===== config.mk =====
export PLATFORM = sky130hd
export DESIGN_NAME = native_max_address_query
export DESIGN_NICKNAME = d
export VERILOG_FILES = /design/src/native_max_pkg.sv /design/src/native_max_address_query.sv
export VERILOG_INCLUDE_DIRS = /design/src /design/src/src
export SDC_FILE = /design/constraint.sdc
export NUM_CORES = 1
export LEC_CHECK = 0
export BUFFER_PORTS_ARGS = -buffer_cell sky130_fd_sc_hd__buf_2
export CORE_AREA = 5 5 92 94
export CTS_BUF_LIST = sky130_fd_sc_hd__clkbuf_8
export DETAILED_ROUTE_END_ITERATION = 16
export DIE_AREA = 0 0 97 99
export PLACE_DENSITY = 0.76
export SETUP_SLACK_MARGIN = 0.4
export SLEW_MARGIN = 20
export SYNTH_ARGS = -nofsm -noshare
export SYNTH_HDL_FRONTEND = slang
export SYNTH_SLANG_ARGS = --single-unit

===== constraint.sdc =====
create_clock -name ref_clk_i -period 1.7 [get_ports ref_clk_i]
set_input_delay 0.17 -clock ref_clk_i [delete_from_list [all_inputs] [get_ports ref_clk_i]]
set_output_delay 0.17 -clock ref_clk_i [all_outputs]
set_load 0.01 [all_outputs]

===== src/native_max_regs.svh =====
// Constants for the native maximum address query block
`ifndef NATIVE_MAX_REGS_SVH
`define NATIVE_MAX_REGS_SVH

// ****************************************
// Command codes
// ****************************************
`define CMD_NATIVE_MAX_28 8'hf8
`define CMD_NATIVE_MAX_48 8'h27

// ****************************************
// Limits and field positions
// ****************************************
`define LBA28_SATURATED 28'hfffffff
`define LBA28_LIMIT 48'h00000fffffff
`define DEVHEAD_LBA_BIT 6
`define ERR_ABORT_BIT 2
`define ST_BUSY_BIT 7
`define ST_READY_BIT 6
`define ST_FAULT_BIT 5
`define ST_DATA_REQUEST_BIT 3
`define ST_ERROR_BIT 0
`define STATUS_RESET 8'h40
`define ERROR_RESET 8'h00

// ****************************************
// Timing
// ****************************************
`define BUSY_TIME_NS 20
`define CLK_PERIOD_NS 5
`define BUSY_CYCLES ((`BUSY_TIME_NS + `CLK_PERIOD_NS - 1) / `CLK_PERIOD_NS)

`endif


===== src/native_max_pkg.sv =====
// Types for the native maximum address query block
package native_max_pkg;

  typedef struct packed {
    logic [7:0] sector_number;
    logic [7:0] cylinder_low;
    logic [7:0] cylinder_high;
    logic [3:0] head;
  } task_file_out_t;

  typedef struct packed {
    logic [15:0] cylinders;
    logic [3:0] heads;
    logic [7:0] sectors;
  } chs_geometry_t;

  typedef enum logic [1:0] {
    ST_IDLE = 2'b00,
    ST_BUSY = 2'b01,
    ST_DONE = 2'b11
  } query_state_t;

endpackage


===== src/native_max_address_query.sv =====
// Native maximum address query command handler
`timescale 1ns/1ps
`include "native_max_regs.svh"

// How it works
// - Command code f8 is decoded as the 28-bit native maximum query.
// - Command code 27 is decoded as the 48-bit native maximum query.
// - The 28-bit answer comes from the true native maximum, never a limit.
// - The 48-bit answer comes from the true native maximum, never a limit.
// - In LBA mode a native maximum beyond 28 bits makes the 28-bit query give 0fffffff.
// - In LBA mode bits 7:0, 15:8, 23:16 go to sector, cyl low, cyl high.
// - In LBA mode bits 27:24 go to the head field.
// - With LBA clear the sector, cylinder and head of the maximum return.
// - Extended query, byte select clear: bits 7:0, 15:8, 23:16.
// - Extended query, byte select set: bits 31:24, 39:32, 47:40.
module native_max_address_query #(
  parameter int BUSY_LEN = `BUSY_CYCLES
) (
  // Clock and reset
  input wire logic ref_clk_i,
  input wire logic rst_i,
  // Command from the host
  input wire logic cmd_write_i,
  input wire logic [7:0] cmd_code_i,
  input wire logic lba_mode_i,
  input wire logic high_order_byte_select_i,
  // Drive geometry and capacity limits
  input wire logic [47:0] native_max_lba_i,
  input wire native_max_pkg::chs_geometry_t native_max_chs_i,
  input wire logic [47:0] set_max_limit_i,
  input wire logic query_enable_i,
  // Answer to the host
  output native_max_pkg::task_file_out_t task_file_o,
  output logic [7:0] command_error_flags_o,
  output logic [7:0] command_status_flags_o,
  output logic done_o
);
  import native_max_pkg::*;

  // ****************************************
  // Helpers
  // ****************************************
  // One-hot pattern for a flag position in the status or error byte
  function automatic logic [7:0] flag_bit(input int pos);
    return 8'h01 << pos;
  endfunction

  // ****************************************
  // Decode
  // ****************************************
  wire is_query28 = cmd_code_i == `CMD_NATIVE_MAX_28;
  wire is_query48 = cmd_code_i == `CMD_NATIVE_MAX_48;
  wire start = cmd_write_i && (is_query28 || is_query48);

  // Limits are deliberately unread; the answer is the native maximum
  wire [47:0] true_max = native_max_lba_i;
  wire over28 = true_max > `LBA28_LIMIT;
  wire [27:0] lba28 = over28 ? `LBA28_SATURATED : true_max[27:0];

  wire task_file_out_t ans28_lba = '{
    sector_number: lba28[7:0],
    cylinder_low: lba28[15:8],
    cylinder_high: lba28[23:16],
    head: lba28[27:24]};
  wire task_file_out_t ans28_chs = '{
    sector_number: native_max_chs_i.sectors,
    cylinder_low: native_max_chs_i.cylinders[7:0],
    cylinder_high: native_max_chs_i.cylinders[15:8],
    head: native_max_chs_i.heads};
  wire task_file_out_t ans48_lo = '{
    sector_number: true_max[7:0],
    cylinder_low: true_max[15:8],
    cylinder_high: true_max[23:16],
    head: 4'h0};
  wire task_file_out_t ans48_hi = '{
    sector_number: true_max[31:24],
    cylinder_low: true_max[39:32],
    cylinder_high: true_max[47:40],
    head: 4'h0};

  wire task_file_out_t ans28 = lba_mode_i ? ans28_lba : ans28_chs;
  wire task_file_out_t ans48 = high_order_byte_select_i ? ans48_hi : ans48_lo;

  // ****************************************
  // Sequencer
  // ****************************************
  query_state_t state_reg, state_next;
  logic [7:0] busy_cnt_reg;
  logic is48_reg;
  logic reject_reg;
  task_file_out_t tf_reg;
  logic [7:0] err_reg;
  logic [7:0] st_reg;

  wire busy_over = busy_cnt_reg >= 8'(BUSY_LEN - 1);
  // A command is taken only from idle; writes while busy are ignored
  wire accept = (state_reg == ST_IDLE) && start;

  always_comb begin
    case (state_reg)
      ST_IDLE: state_next = start ? ST_BUSY : ST_IDLE;
      ST_BUSY: state_next = busy_over ? ST_DONE : ST_BUSY;
      ST_DONE: state_next = ST_IDLE;
      default: state_next = ST_IDLE;
    endcase
  end

  always_ff @(posedge ref_clk_i or posedge rst_i) begin
    if (rst_i) begin
      state_reg <= ST_IDLE;
      busy_cnt_reg <= 8'h00;
      is48_reg <= 1'b0;
      reject_reg <= 1'b0;
    end else begin
      state_reg <= state_next;
      busy_cnt_reg <= (state_reg == ST_BUSY) ? busy_cnt_reg + 8'h01 : 8'h00;
      if (accept) begin
        is48_reg <= is_query48;
        reject_reg <= !query_enable_i;
      end
    end
  end

  // Byte select is applied when the answer is loaded at completion; the
  // host re-issues to read the other half
  wire finishing = state_reg == ST_BUSY && busy_over;
  wire [7:0] err_done = reject_reg ? flag_bit(`ERR_ABORT_BIT) : 8'h00;
  wire [7:0] st_done = flag_bit(`ST_READY_BIT) |
    (reject_reg ? flag_bit(`ST_ERROR_BIT) : 8'h00);

  always_ff @(posedge ref_clk_i or posedge rst_i) begin
    if (rst_i) begin
      tf_reg <= '0;
      err_reg <= `ERROR_RESET;
      st_reg <= `STATUS_RESET;
    end else if (accept) begin
      st_reg <= flag_bit(`ST_BUSY_BIT);
      err_reg <= 8'h00;
    end else if (finishing) begin
      st_reg <= st_done;
      err_reg <= err_done;
      tf_reg <= reject_reg ? tf_reg : (is48_reg ? ans48 : ans28);
    end
  end

  assign task_file_o = tf_reg;
  assign command_error_flags_o = err_reg;
  assign command_status_flags_o = st_reg;
  assign done_o = state_reg == ST_DONE;

  // ****************************************
  // Checks
  // ****************************************
  // Plain slices of the inputs and of the answer, so the checks never lean on the datapath
  wire [7:0] lba_b0 = native_max_lba_i[7:0];
  wire [7:0] lba_b1 = native_max_lba_i[15:8];
  wire [7:0] lba_b2 = native_max_lba_i[23:16];
  wire [3:0] lba_h28 = native_max_lba_i[27:24];
  wire [7:0] lba_b3 = native_max_lba_i[31:24];
  wire [7:0] lba_b4 = native_max_lba_i[39:32];
  wire [7:0] lba_b5 = native_max_lba_i[47:40];
  wire [7:0] chs_sec = native_max_chs_i.sectors;
  wire [15:0] chs_cyl = native_max_chs_i.cylinders;
  wire [3:0] chs_head = native_max_chs_i.heads;
  wire [15:0] tf_cyl = {task_file_o.cylinder_high, task_file_o.cylinder_low};

  // Which kind of answer the completing edge loads
  wire load28 = finishing && !reject_reg && !is48_reg;
  wire load48 = finishing && !reject_reg && is48_reg;
  wire load_lba = load28 && lba_mode_i;
  wire load_chs = load28 && !lba_mode_i;
  wire load_reject = finishing && reject_reg;

  // Edges from the taking edge to the one that samples done high
  localparam int DONE_AT = BUSY_LEN + 1;

  // Length of the busy stretch as the host sees it; a counter, since
  // the stretch may be too long to spell out as a repetition
  logic [7:0] busy_run_reg;
  always_ff @(posedge ref_clk_i or posedge rst_i) begin
    if (rst_i) begin
      busy_run_reg <= 8'h00;
    end else if (command_status_flags_o[`ST_BUSY_BIT]) begin
      busy_run_reg <= busy_run_reg + 8'h01;
    end else begin
      busy_run_reg <= 8'h00;
    end
  end
endmodule // native_max_address_query


==> summary.txt, run 1 <==
Timing
  – Unrepaired setup endpoints after global routing: true
  – Setup Skew: 0.004656 ns
  – Hold Slack: between 0.05 and 0.06 ns
  – Setup slack after layout: 0.08312 ns
  – Fin. max-slew vios: 0
  – Minimum clock period: ~1.6 ns
  – FMAX: around 0.62 GHz
  – Final Hold Fails: 0
  – Period utilisation layout: a little over nine tenths
  – Setup violators final: 0

Critical path
  – Crit-path max FO: 16
  – CP arrival: 1.83 ns
  – Critical path's largest stage delay: 0.40 ns
  – Cell chain of the critical path: ha_4, nor4_4, a211o_2, or2_4, buf_12, o221ai_1
  – Startpoint Class: flip-flop
  – CP bufs+invs: 1
  – Setup CP Type: flip-flop to flip-flop
  – Top delay family on crit path: compound AO/OA/AOI/OAI gates
  – CP Capture Type: flip-flop
  – Critical-path top delay cell: dfrtp_1
  – CP Data Required Time: 1.91 ns

Pwr
  – Comb pwr share: between 15 and 20%
  – Power Internal: 0.001836 W
  – P_sw: just over 0.0006 W
  – Pwr Total: 0.002450 W
  – Leakage power total: around 1.7 nW
  – Reg power frac: 43.4%
  – VDD IR max: between 0.2 and 0.3 mV
  – Switching portion of total power: 25.05%
  – Pwr per Cell Area: 611.3 mW/mm²
  – Clock share of power: 38.8%

Layout
  – Nets: roughly 550
  – Layout Area Growth over Synthesis: 37.11%
  – Max reg flops: 28
  – Most frequent cells in the layout: buf_2 (122), nand2_1 (47), dfrtp_1 (42)
  – Most common cell after layout, fill and taps aside: buf_2
  – Core Util, Final: between 50 and 60%
  – ANT cells: 0
  – Fin area: 0.004008 mm²
  – Layout cells sized above 1: 59.56%

Yosys
  – Top_reg_cell synth: dfrtp_1
  – Synth unique cells: 40
  – Syn avg cell area: 10.67 µm²
  – EDFF count, synth: 0
  – Post-Syn Instances: around 270
  – Syn Std Cell Area: 0.002923 mm²
  – Yosys warns: 0
  – Post-synthesis sequential area ratio: 36.86%
  – Async set-or-reset flop fraction in the synthesized netlist: 100.0%
  – Yosys reg bits: 43

Global route
  – Largest net degree at the start of global routing: 29
  – M3 GR Usage: 4.246%
  – Met1 global-route usage: 22.42%
  – First-pass GRT wire length: approximately 15,000 µm
  – Number of global-route vias before repair: slightly below 3,000
  – Grt ovf: 0
  – Antenna violations before repair: 0
  – Met2 usage: between 30% and 40%
  – GR peak layer: met2
  – GRT Total Usage: 18.56%

Floorplan
  – Rows: 32
  – Area of the core: approximately 0.0076 mm²
  – Die Y: 99 µm
  – I/O pins: approximately 180
  – Initial core utilization: 38.62%
  – Die ar.: 0.009603 mm²
  – Die Wd: between 90 and 100 µm

Clocking
  – Worst skew pair latency: 0.29 ns
  – Clock transition at path regs: 0.08 ns
  – CTS Buf Count: 5
  – CTS Buffer Depth: 2
  – Clk root buf: clkbuf_8
  – Clock sink count: 43
  – CTS tree: done
  – H-tree levels: 2

Routing
  – DRT iter0 DRCs: around 130
  – Via/cell ratio: 5.278
  – ANT nets after route: 0
  – Routed WL: between 8000 and 9000 µm
  – DRC viols: 0
  – DRT Pass-1 Iters: 4
  – Via count: between 2,000 and 3,000
  – Wirelength per Cell: 17.59 µm

Placed design
  – Setup WS pre-CTS: -0.03427 ns
  – Placed Area: about 0.0037 mm²
  – HPWL after DPL: 6834 µm
  – Port Buf Inserts: 122
  – Global placer's final weighted congestion: 0.8277

Hold path
  – Worst hold path class: input pin to flip-flop

Run status
  – Status: complete, no violations

Job
  – Max-Cap Viols: 0
through the flow:
| step | TNS [ns] | instances |
|---|---|---|
| floorplan | 0 | 285 |
| global placement | 0 | 495 |
| detailed placement | -0.1095 | 495 |
| CTS | 0 | 506 |
| global route | 0 | 510 |
| finish | 0 | 510 |
routing by layer:
metal	part of all wire (%)	vias up
li1	-	1275
met5	0	-
met3	6.2	16
met2	51	106
met1	41	1295
met4	1.9	0
cell usage after synthesis, types with 2 or more instances:
cell type	count	share of area, %
o221ai_2	20	10
mux2i_1	2	0.68
xnor2_1	2	0.60
nand3_1	5	0.86
nor3_1	6	1.0
buf_2	7	1.2
xor2_1	4	1.2
clkbuf_1	8	1.0
buf_4	13	3.3
nor4_2	3	1.3
o41ai_2	4	2.2
inv_1	5	0.64
o221ai_1	4	1.2
buf_6	6	2.3
o32ai_1	9	2.7
o32ai_2	15	8.3
o21ai_0	3	0.51
nor2_1	16	2.1
dfrtp_1	42	36
a21oi_1	3	0.51
mux2_2	24	9.2
nand2_1	53	6.8
and3_1	2	0.43
a21o_1	2	0.51
area by class of cell:
class,count,area [µm²]
well taps,102,127.6
repair buffers,151,904.6
multi-input cells,201,1743
clock inverters,3,67.56
inverters,5,18.77
flip-flops and latches,43,1077
clock buffers,5,68.82
fillers,697,3560
cell families (layout without fill, tap and decap cells):
| kind of cell | count (synthesis) | in the layout | synth area share (%) |
|---|---|---|---|
| other | 1 | 12 | 0.1283 |
| adder cells (fa/ha/maj) | 1 | 1 | 0.4280 |
| buffers and inverters | 41 | 164 | 8.904 |
| flip-flops | 43 | 43 | 36.86 |
| AND/OR/NAND/NOR | 95 | 95 | 15.37 |
| multiplexers | 26 | 26 | 9.932 |
| XOR/XNOR | 6 | 6 | 1.798 |
| AO/OA/AOI/OAI | 61 | 61 | 26.58 |
worst paths after layout:
path,to,slack (ns),from,depth (start not counted)
max in group asynchronous,command_status_flags_o[6],0.72,rst_i,4
max reg2reg,task_file_o[9],0.08,busy_cnt_reg[0],6
min in group asynchronous,task_file_o[15],0.41,rst_i,3
max,task_file_o[9],0.08,busy_cnt_reg[0],6
min,reject_reg,0.05,query_enable_i,2
min reg2reg,state_reg[0],0.49,state_reg[1],1
what timing repair did:
| action | CTS | global route |
|---|---|---|
| hold endpoints to repair | 17 | 0 |
| buffers inserted | 2 | 4 |
| pin swaps | 2 | 0 |
| setup endpoints to repair | 30 | 31 |
| hold buffers | 1 | 0 |
| resized for setup | 7 | 14 |
power by group through the flow:
stage | sequential, W | combinational [W] | clock [W]
floorplan | 0.00109 | 0.000236 | 0
global placement | 0.00108 | 0.000402 | 0
detailed placement | 0.00108 | 0.000413 | 0
CTS | 0.00106 | 0.000422 | 0.000972
global route | 0.00107 | 0.000477 | 0.00102
finish | 0.00106 | 0.000434 | 0.000951
worst register-to-register path: stages, from the launching register on:
cell and delay (ns):
dfrtp_1 0.40, ha_4 0.17, nor4_4 0.04, a211o_2 0.34, or2_4 0.27, buf_12 0.17
o221ai_1 0.14
No activity file was read; power rests on OpenSTA's default activity.
==> run 2, diff against run 1 <==
--- a/config.mk
+++ b/config.mk
@@ -6,12 +6,15 @@
 export SDC_FILE = /design/constraint.sdc
 export NUM_CORES = 1
 export LEC_CHECK = 0
+export ABC_AREA = 1
 export BUFFER_PORTS_ARGS = -buffer_cell sky130_fd_sc_hd__buf_2
-export CORE_AREA = 5 5 92 94
+export CELL_PAD_IN_SITES_DETAIL_PLACEMENT = 1
+export CELL_PAD_IN_SITES_GLOBAL_PLACEMENT = 2
+export CORE_AREA = 5 5 134 136
 export CTS_BUF_LIST = sky130_fd_sc_hd__clkbuf_8
 export DETAILED_ROUTE_END_ITERATION = 16
-export DIE_AREA = 0 0 97 99
-export PLACE_DENSITY = 0.76
+export DIE_AREA = 0 0 139 141
+export PLACE_DENSITY = 0.77
 export SETUP_SLACK_MARGIN = 0.4
 export SLEW_MARGIN = 20
 export SYNTH_ARGS = -nofsm -noshare
==> run 2 against run 1 <==
Against the previous run:
- utilization shrank 26 points
- routed wire length grew 45%
- die area grew 100%
- sequential share of layout area shrank 3.4 points
- clock-buffer cell count is the same
- clock power shrank 10%
- design area grew 15%
- cell count grew 72%
- largest power group unchanged
==> summary.txt, run 2 <==
Timing
  – Fin. max-slew vios: 0 (unchanged)
  – Setup Skew: 0.01439 ns (+0.009730 ns)
  – Final Hold Fails: 0 (unchanged)
  – FMAX: 0.6274 GHz (+1.4%)
  – Setup violators final: 0 (unchanged)
  – Unrepaired setup endpoints after global routing: true
  – Period utilisation layout: 93.75% (-1.4 points)
  – Minimum clock period: 1.594 ns (-0.02306 ns)

Layout
  – Most frequent cells in the layout: nor2_1 (159), buf_2 (122), nand2_1 (65)
  – Most common cell after layout, fill and taps aside: nor2_1
  – Max reg flops: 28 (unchanged)
  – Layout cells sized above 1: 34.62% (-25 points)
  – Nets: 789 (+45%)
  – Layout Area Growth over Synthesis: 42.18%
  – Core Util, Final: 27.31% (-26 points)

Clocking
  – Worst skew pair latency: 0.32 ns (+0.03 ns)
  – Clock sink count: 43 (unchanged)
  – Clk root buf: clkbuf_8
  – CTS Buf Count: 5 (unchanged)
  – CTS tree: done
  – CTS Buffer Depth: 2 (unchanged)
  – H-tree levels: 2 (unchanged)
  – Clock transition at path regs: 0.09 ns (about the same)

Routing
  – DRT iter0 DRCs: 70 (-46%)
  – DRC viols: 0 (unchanged)
  – Via count: 3,640 (+35%)
  – Routed WL: 13,010 µm (+45%)
  – Via/cell ratio: 4.155 (-21%)
  – DRT Pass-1 Iters: 4 (unchanged)
  – ANT nets after route: 0 (unchanged)
  – Wirelength per Cell: 14.85 µm (-16%)

Yosys
  – Largest family of logic cells by synthesized area: simple AND/OR/NAND/NOR gates
  – Synth area leader: dfrtp_1
  – Syn Std Cell Area: 0.003231 mm² (+11%)
  – Count leader, synth: nor2_1
  – Yosys warns: 0 (unchanged)
  – Top_reg_cell synth: dfrtp_1
  – Synth unique cells: 23 (-43%)
  – Top cell type's share of synthesized area: 32.53% (-3.4 points)
  – Yosys reg bits: 43 (unchanged)
  – Post-synthesis sequential area ratio: 33.35% (-3.5 points)
  – Async set-or-reset flop fraction in the synthesized netlist: 100.0% (unchanged)
  – Synth Area in XOR/XNOR: 0% (-1.8 points)
  – Top cells by area, synth: dfrtp_1 (33%), nor2_1 (20%), nand2_1 (9.3%)
  – Area share of fa/ha/maj cells after synthesis: 0.3873% (-0.041 points)
  – List of most frequent post-synthesis cells: nor2_1 (172), nand2_1 (80), inv_1 (65), dfrtp_1 (42)
  – EDFF count, synth: 0 (unchanged)
  – Compound-cell area share of the yosys netlist: 9.140% (-17 points)
  – Syn avg cell area: 6.285 µm² (-41%)
  – Synth Area in Simple Gates: 40.47% (+25 points)
  – Mux contribution to synthesized area: 0% (-9.9 points)
  – Post-Syn Instances: 514 (+88%)

Floorplan
  – I/O pins: 183 (unchanged)
  – Initial core utilization: 19.21% (-19 points)
  – Area of the core: 0.01682 mm² (+120%)
  – Die Y: 141 µm (+42%)
  – Die Wd: 139 µm (+43%)
  – Rows: 48 (+50%)
  – Die ar.: 0.01960 mm² (+100%)

Critical path
  – Cell chain of the critical path: ha_4, nor2_4, nand4_1, nand3_4, buf_12, clkbuf_16, nand2_1, inv_1, a21oi_1
  – R2r endpoint: task_file_o[27]
  – CP Data Required Time: 1.91 ns (about the same)
  – CP Capture Type: flip-flop
  – Crit-path max FO: 5 (-11)
  – Top delay family on crit path: simple AND/OR/NAND/NOR gates
  – Reg2reg start: busy_cnt_reg[0]
  – Critical-path top delay cell: dfrtp_1
  – Startpoint Class: flip-flop
  – R2r setup slk: 0.11 ns (+0.02 ns)
  – Setup CP Type: flip-flop to flip-flop
  – Reg2reg path depth: 9 (+3)
  – CP arrival: 1.81 ns (-0.02 ns)
  – Critical path's largest stage delay: 0.43 ns (+0.03 ns)
  – CP bufs+invs: 3 (+2)

Job
  – Max-Cap Viols: 0 (unchanged)

Hold path
  – Worst hold path class: input pin to flip-flop
  – Worst Hold Depth: 4 (+2)
  – Hold Path End: reject_reg
  – Min-delay src: query_enable_i

Pwr
  – Pwr per Cell Area: 567.9 mW/mm² (-7.1%)
  – Leakage power total: 2.469 nW (+48%)
  – Pwr Total: 0.002608 W (+6.5%)
  – VDD IR max: 0.2438 mV (-18%)

Global route
  – Antenna violations before repair: 5 (+5)
  – Number of global-route vias before repair: 3,695 (+25%)
  – Grt ovf: 0 (unchanged)
  – First-pass GRT wire length: 20,080 µm (+37%)
  – GRT Total Usage: 13.00% (-5.6 points)
  – Largest net degree at the start of global routing: 37 (+28%)

Placed design
  – Port Buf Inserts: 122 (unchanged)
  – HPWL after DPL: 9495 µm (+39%)
  – Global placer's final weighted congestion: 0.7300 (-12%)

Run status
  – Status: complete, no violations
## run 2: cell types whose count changed after synthesis, moves of 9 or more
| cell | change |
|---|---|
| o32ai_1 | -9 |
| inv_1 | +60 |
| a21oi_1 | +25 |
| mux2_2 | -24 |
| o21ai_0 | +28 |
| nor2_1 | +156 |
| nand2_1 | +27 |
| o32ai_2 | -15 |
| nand4_1 | +30 |
| o221ai_2 | -20 |
## run 2: final cells by class
| class | count | area [µm²] |
|---|---|---|
| antenna | 1 | 2.502 |
| clock buffer | 5 | 68.82 |
| clock inverter | 2 | 37.54 |
| fill | 2135 | 12220 |
| inverter | 66 | 247.7 |
| multi-input combinational | 378 | 1848 |
| sequential | 43 | 1077 |
| tap | 225 | 281.5 |
| timing repair buffer | 156 | 1030 |
## run 2: what timing repair did
action,CTS,global route
endpoints found under the setup margin,31,35
gates resized for setup,13,51
cloned,2,3
pin swaps,3,24
hold buffers,1,0
endpoints found under the hold margin,14,0
setup buffers,6,5
## run 2: worst max-delay path by stage
stage               startpoint              end  slack (ns)  cells after the start
6_report       busy_cnt_reg[0]  task_file_o[27]        0.11                      9
5_1_grt        busy_cnt_reg[0]  task_file_o[27]       -0.03                      8
4_1_cts        busy_cnt_reg[1]  task_file_o[26]        0.06                      8
3_5_place_dp   busy_cnt_reg[0]  task_file_o[16]        0.05                      7
3_3_place_gp   busy_cnt_reg[0]  task_file_o[15]        0.06                      7
2_1_floorplan  busy_cnt_reg[0]  task_file_o[10]        0.36                      8
## run 2: cell families (layout without fill, tap and decap cells)
| kind of cell | after synthesis | count (layout) |
|---|---|---|
| AND/OR/NAND/NOR | 306 | 306 |
| buffers and inverters | 104 | 229 |
| adder cells (fa/ha/maj) | 1 | 1 |
| AO/OA/AOI/OAI | 59 | 59 |
| other | 1 | 13 |
| flip-flops | 43 | 43 |
## run 2: per-layer routing
layer	vias up	routed length [µm]	track usage, %
met1	1699	5508	15.34
met3	14	789	4.749
li1	1839	-	-
met2	80	6562	23.06
met4	8	98	2.163
met5	-	46	0
## run 2: worst reg2reg max path, cell delays in order, from the launching register on
cell and delay [ns]:
dfrtp_1 0.43, ha_4 0.19, nor2_4 0.08, nand4_1 0.17, nand3_4 0.20, buf_12 0.15, clkbuf_16 0.15, nand2_1 0.05
inv_1 0.05, a21oi_1 0.03
## run 2: report_power, final
part / switching (W) / total (W) / internal [W]
Sequential: 0.0000328 / 0.00111 / 0.00107
Clock: 0.000425 / 0.000855 / 0.000431
Combinational: 0.000387 / 0.000645 / 0.000258
Total: 0.000844 / 0.00261 / 0.00176
## run 2: per-stage QoR
stage | cells | hold WS [ns] | cell area (µm²) | TNS [ns] | setup WS, ns
3_3_place_gp | 851 | 0.1953 | 4060 | 0 | 0.05680
4_1_cts | 867 | 0.1082 | 4334 | 0 | 0.06212
2_1_floorplan | 525 | 0.3421 | 3277 | 0 | 0.3556
6_report | 876 | 0.1267 | 4593 | 0 | 0.1062
5_1_grt | 876 | 0.1370 | 4593 | -0.1092 | -0.03229
3_5_place_dp | 851 | 0.2047 | 4060 | 0 | 0.04818
==> run 3, diff against run 2 <==
--- a/config.mk
+++ b/config.mk
@@ -8,6 +8,7 @@
 export LEC_CHECK = 0
 export ABC_AREA = 1
 export BUFFER_PORTS_ARGS = -buffer_cell sky130_fd_sc_hd__buf_2
+export CAP_MARGIN = 10
 export CELL_PAD_IN_SITES_DETAIL_PLACEMENT = 1
 export CELL_PAD_IN_SITES_GLOBAL_PLACEMENT = 2
 export CORE_AREA = 5 5 134 136
@@ -15,7 +16,6 @@
 export DETAILED_ROUTE_END_ITERATION = 16
 export DIE_AREA = 0 0 139 141
 export PLACE_DENSITY = 0.77
-export SETUP_SLACK_MARGIN = 0.4
 export SLEW_MARGIN = 20
 export SYNTH_ARGS = -nofsm -noshare
 export SYNTH_HDL_FRONTEND = slang
==> run 3 against run 2 <==
Against the previous run:
- sequential share of layout area is 0.70 points higher
- routed wire length is 0.88% higher
- maximum frequency is 2.4% lower
- worst hold slack got worse by 0.015 ns
- critical path depth unchanged
- worst setup slack lost 0.039 ns
- via count is 0.19% lower
- sequential power hardly changed
- total power grew 5.0%
- critical endpoint is now task_file_o[23]
- largest power group unchanged
==> summary.txt, run 3 (same netlist as run 2, synthesis figures left out) <==
Run status
  – Status: complete, no violations

Critical path
  – CP bufs+invs: 3 (unchanged)
  – Setup CP Type: flip-flop to flip-flop
  – CP Data Required Time: 1.93 ns (+0.02 ns)
  – Cell chain of the critical path: ha_2, nor2_2, nand4_1, nand3_4, clkbuf_16, clkbuf_16, nand2_1, inv_1, a21oi_2
  – Startpoint Class: flip-flop
  – Reg2reg start: busy_cnt_reg[0]
  – CP arrival: 1.86 ns (+0.05 ns)
  – CP Capture Type: flip-flop
  – Top delay family on crit path: simple AND/OR/NAND/NOR gates
  – CP most frequent cell: clkbuf_16
  – Critical-path top delay cell: dfrtp_1
  – Critical path's largest stage delay: 0.41 ns (-0.02 ns)
  – R2r endpoint: task_file_o[23]
  – R2r setup slk: 0.07 ns (-0.04 ns)
  – Reg2reg path depth: 9 (unchanged)
  – Crit-path max FO: 5 (unchanged)

Hold path
  – Hold Path End: reject_reg
  – Worst hold path class: input pin to flip-flop
  – Worst Hold Depth: 4 (unchanged)
  – Min-delay src: query_enable_i

Timing
  – Setup slack after layout: 0.06748 ns (-0.03871 ns)
  – Worst slew pin tran: 0.5921 ns
  – Minimum clock period: 1.633 ns (+0.03871 ns)
  – Fin. max-slew vios: 0 (unchanged)
  – Setup violators final: 0 (unchanged)
  – Period utilisation layout: 96.03% (+2.3 points)
  – Setup Skew: 0.006964 ns (-0.007422 ns)
  – FMAX: 0.6125 GHz (-2.4%)
  – Slew HR: roughly three fifths
  – Final Hold Fails: 0 (unchanged)
  – Unrepaired setup endpoints after global routing: true

Routing
  – Wirelength per Cell: 15.01 µm (+1.1%)
  – Via/cell ratio: 4.157 (about the same)
  – DRT iter0 DRCs: 111 (+59%)
  – DRC viols: 0 (unchanged)
  – Via count: 3,633 (-0.19%)
  – ANT nets after route: 0 (unchanged)
  – DRT Pass-1 Iters: 4 (unchanged)
  – Routed WL: 13,120 µm (+0.88%)

Pwr
  – VDD IR max: 0.4387 mV (+80%)
  – Leakage power total: 2.458 nW (-0.44%)
  – Pwr per Cell Area: 614.0 mW/mm² (+8.1%)

Layout
  – Nets: 784 (-0.63%)
  – Layout Area Growth over Synthesis: 38.03%
  – Most frequent cells in the layout: nor2_1 (167), buf_2 (122), nand2_1 (69)
  – Layout cells sized above 1: 30.50% (-4.1 points)
  – Max reg flops: 28 (unchanged)
  – Fin area: 0.004459 mm² (-2.9%)
  – Most common cell after layout, fill and taps aside: nor2_1

Placed design
  – HPWL after DPL: 9622 µm (+1.3%)
  – Port Buf Inserts: 122 (unchanged)
  – Setup WS pre-CTS: 0.009576 ns (-0.03861 ns)
  – Global placer's final weighted congestion: 0.7232 (-0.93%)
  – Placed Area: 0.004075 mm² (+0.37%)

Global route
  – GRT Total Usage: 13.10% (+0.10 points)
  – Grt ovf: 0 (unchanged)
  – Largest net degree at the start of global routing: 51 (+38%)
  – Antenna violations before repair: 7 (+2)
  – Number of global-route vias before repair: 3,826 (+3.5%)
  – First-pass GRT wire length: 20,370 µm (+1.4%)

Floorplan
  – Area of the core: 0.01682 mm² (unchanged)
  – I/O pins: 183 (unchanged)
  – Die Wd: 139 µm (unchanged)
  – Die ar.: 0.01960 mm² (unchanged)
  – Rows: 48 (unchanged)
  – Die Y: 141 µm (unchanged)
  – Initial core utilization: 19.21% (unchanged)

Clocking
  – CTS Buffer Depth: 2 (unchanged)
  – Clock sink count: 43 (unchanged)
  – Worst skew pair latency: 0.33 ns (about the same)
  – CTS tree: done
  – H-tree levels: 2 (unchanged)
  – Clock transition at path regs: 0.10 ns (about the same)
  – CTS Buf Count: 5 (unchanged)
  – Clk root buf: clkbuf_8

Job
  – Max-Cap Viols: 0 (unchanged)
[run 3: changes by cell type in the layout (fill, tap and decap cells not counted), moves of 4 or more]
cell,before,now
nor2_4,10,4
a21oi_1,21,25
buf_4,20,15
a21oi_2,7,3
nor2_1,159,167
inv_2,11,7
nand2_1,65,69
inv_1,55,59
[run 3: through the flow]
stage	hold WS (ns)	std cells	power [W]	utilization, %	TNS (ns)
2_1_floorplan	0.3421	525	0.001469	-	0
3_3_place_gp	0.1525	852	0.001722	24.23	0
3_5_place_dp	0.1539	852	0.001729	24.23	0
4_1_cts	0.09061	861	0.002789	25.10	0
5_1_grt	0.1557	872	0.002909	26.49	-0.9949
6_report	0.1118	874	0.002738	26.52	0
[run 3: how the worst max path moves through the flow]
stage,startpoint,end,slack [ns],depth (start not counted)
6_report,busy_cnt_reg[0],task_file_o[23],0.07,9
5_1_grt,busy_cnt_reg[0],task_file_o[21],-0.06,8
4_1_cts,busy_cnt_reg[0],task_file_o[18],0.003,7
3_5_place_dp,busy_cnt_reg[0],task_file_o[21],0.01,7
3_3_place_gp,busy_cnt_reg[0],task_file_o[18],0.04,7
2_1_floorplan,busy_cnt_reg[0],task_file_o[10],0.33,8
[run 3: metal layers]
metal  track usage [%]  share of wire, %
met4             2.214              0.77
met2             21.94                48
met5                 0              0.43
met1             15.84                44
met3             5.868               7.3
[run 3: repair_timing]
action	4_1_cts	5_1_grt
setup buffers	0	5
resized for setup	0	31
hold buffers	1	0
hold endpoints to repair	12	0
endpoints found under the setup margin	0	25
[run 3: worst reg2reg max path: stages, from the launching register on]
cell       delay (ns)
dfrtp_1          0.41
ha_2             0.19
nor2_2           0.13
nand4_1          0.17
nand3_4          0.18
clkbuf_16        0.18
clkbuf_16        0.14
nand2_1          0.05
inv_1            0.06
a21oi_2          0.03
[run 3: cell type report]
type	instances	area, µm²
fill	2158	12360
multi-input combinational	378	1714
sequential	43	1077
timing repair buffer	151	994.7
tap	225	281.5
inverter	66	247.7
clock buffer	5	68.82
clock inverter	3	67.56
antenna	3	7.507
[run 3: where the power goes]
| group | internal, W | switching [W] |
|---|---|---|
| combinational | 0.000240 | 0.000368 |
| clock | 0.000587 | 0.000440 |
| sequential | 0.00107 | 0.0000284 |
| total | 0.00190 | 0.000836 |
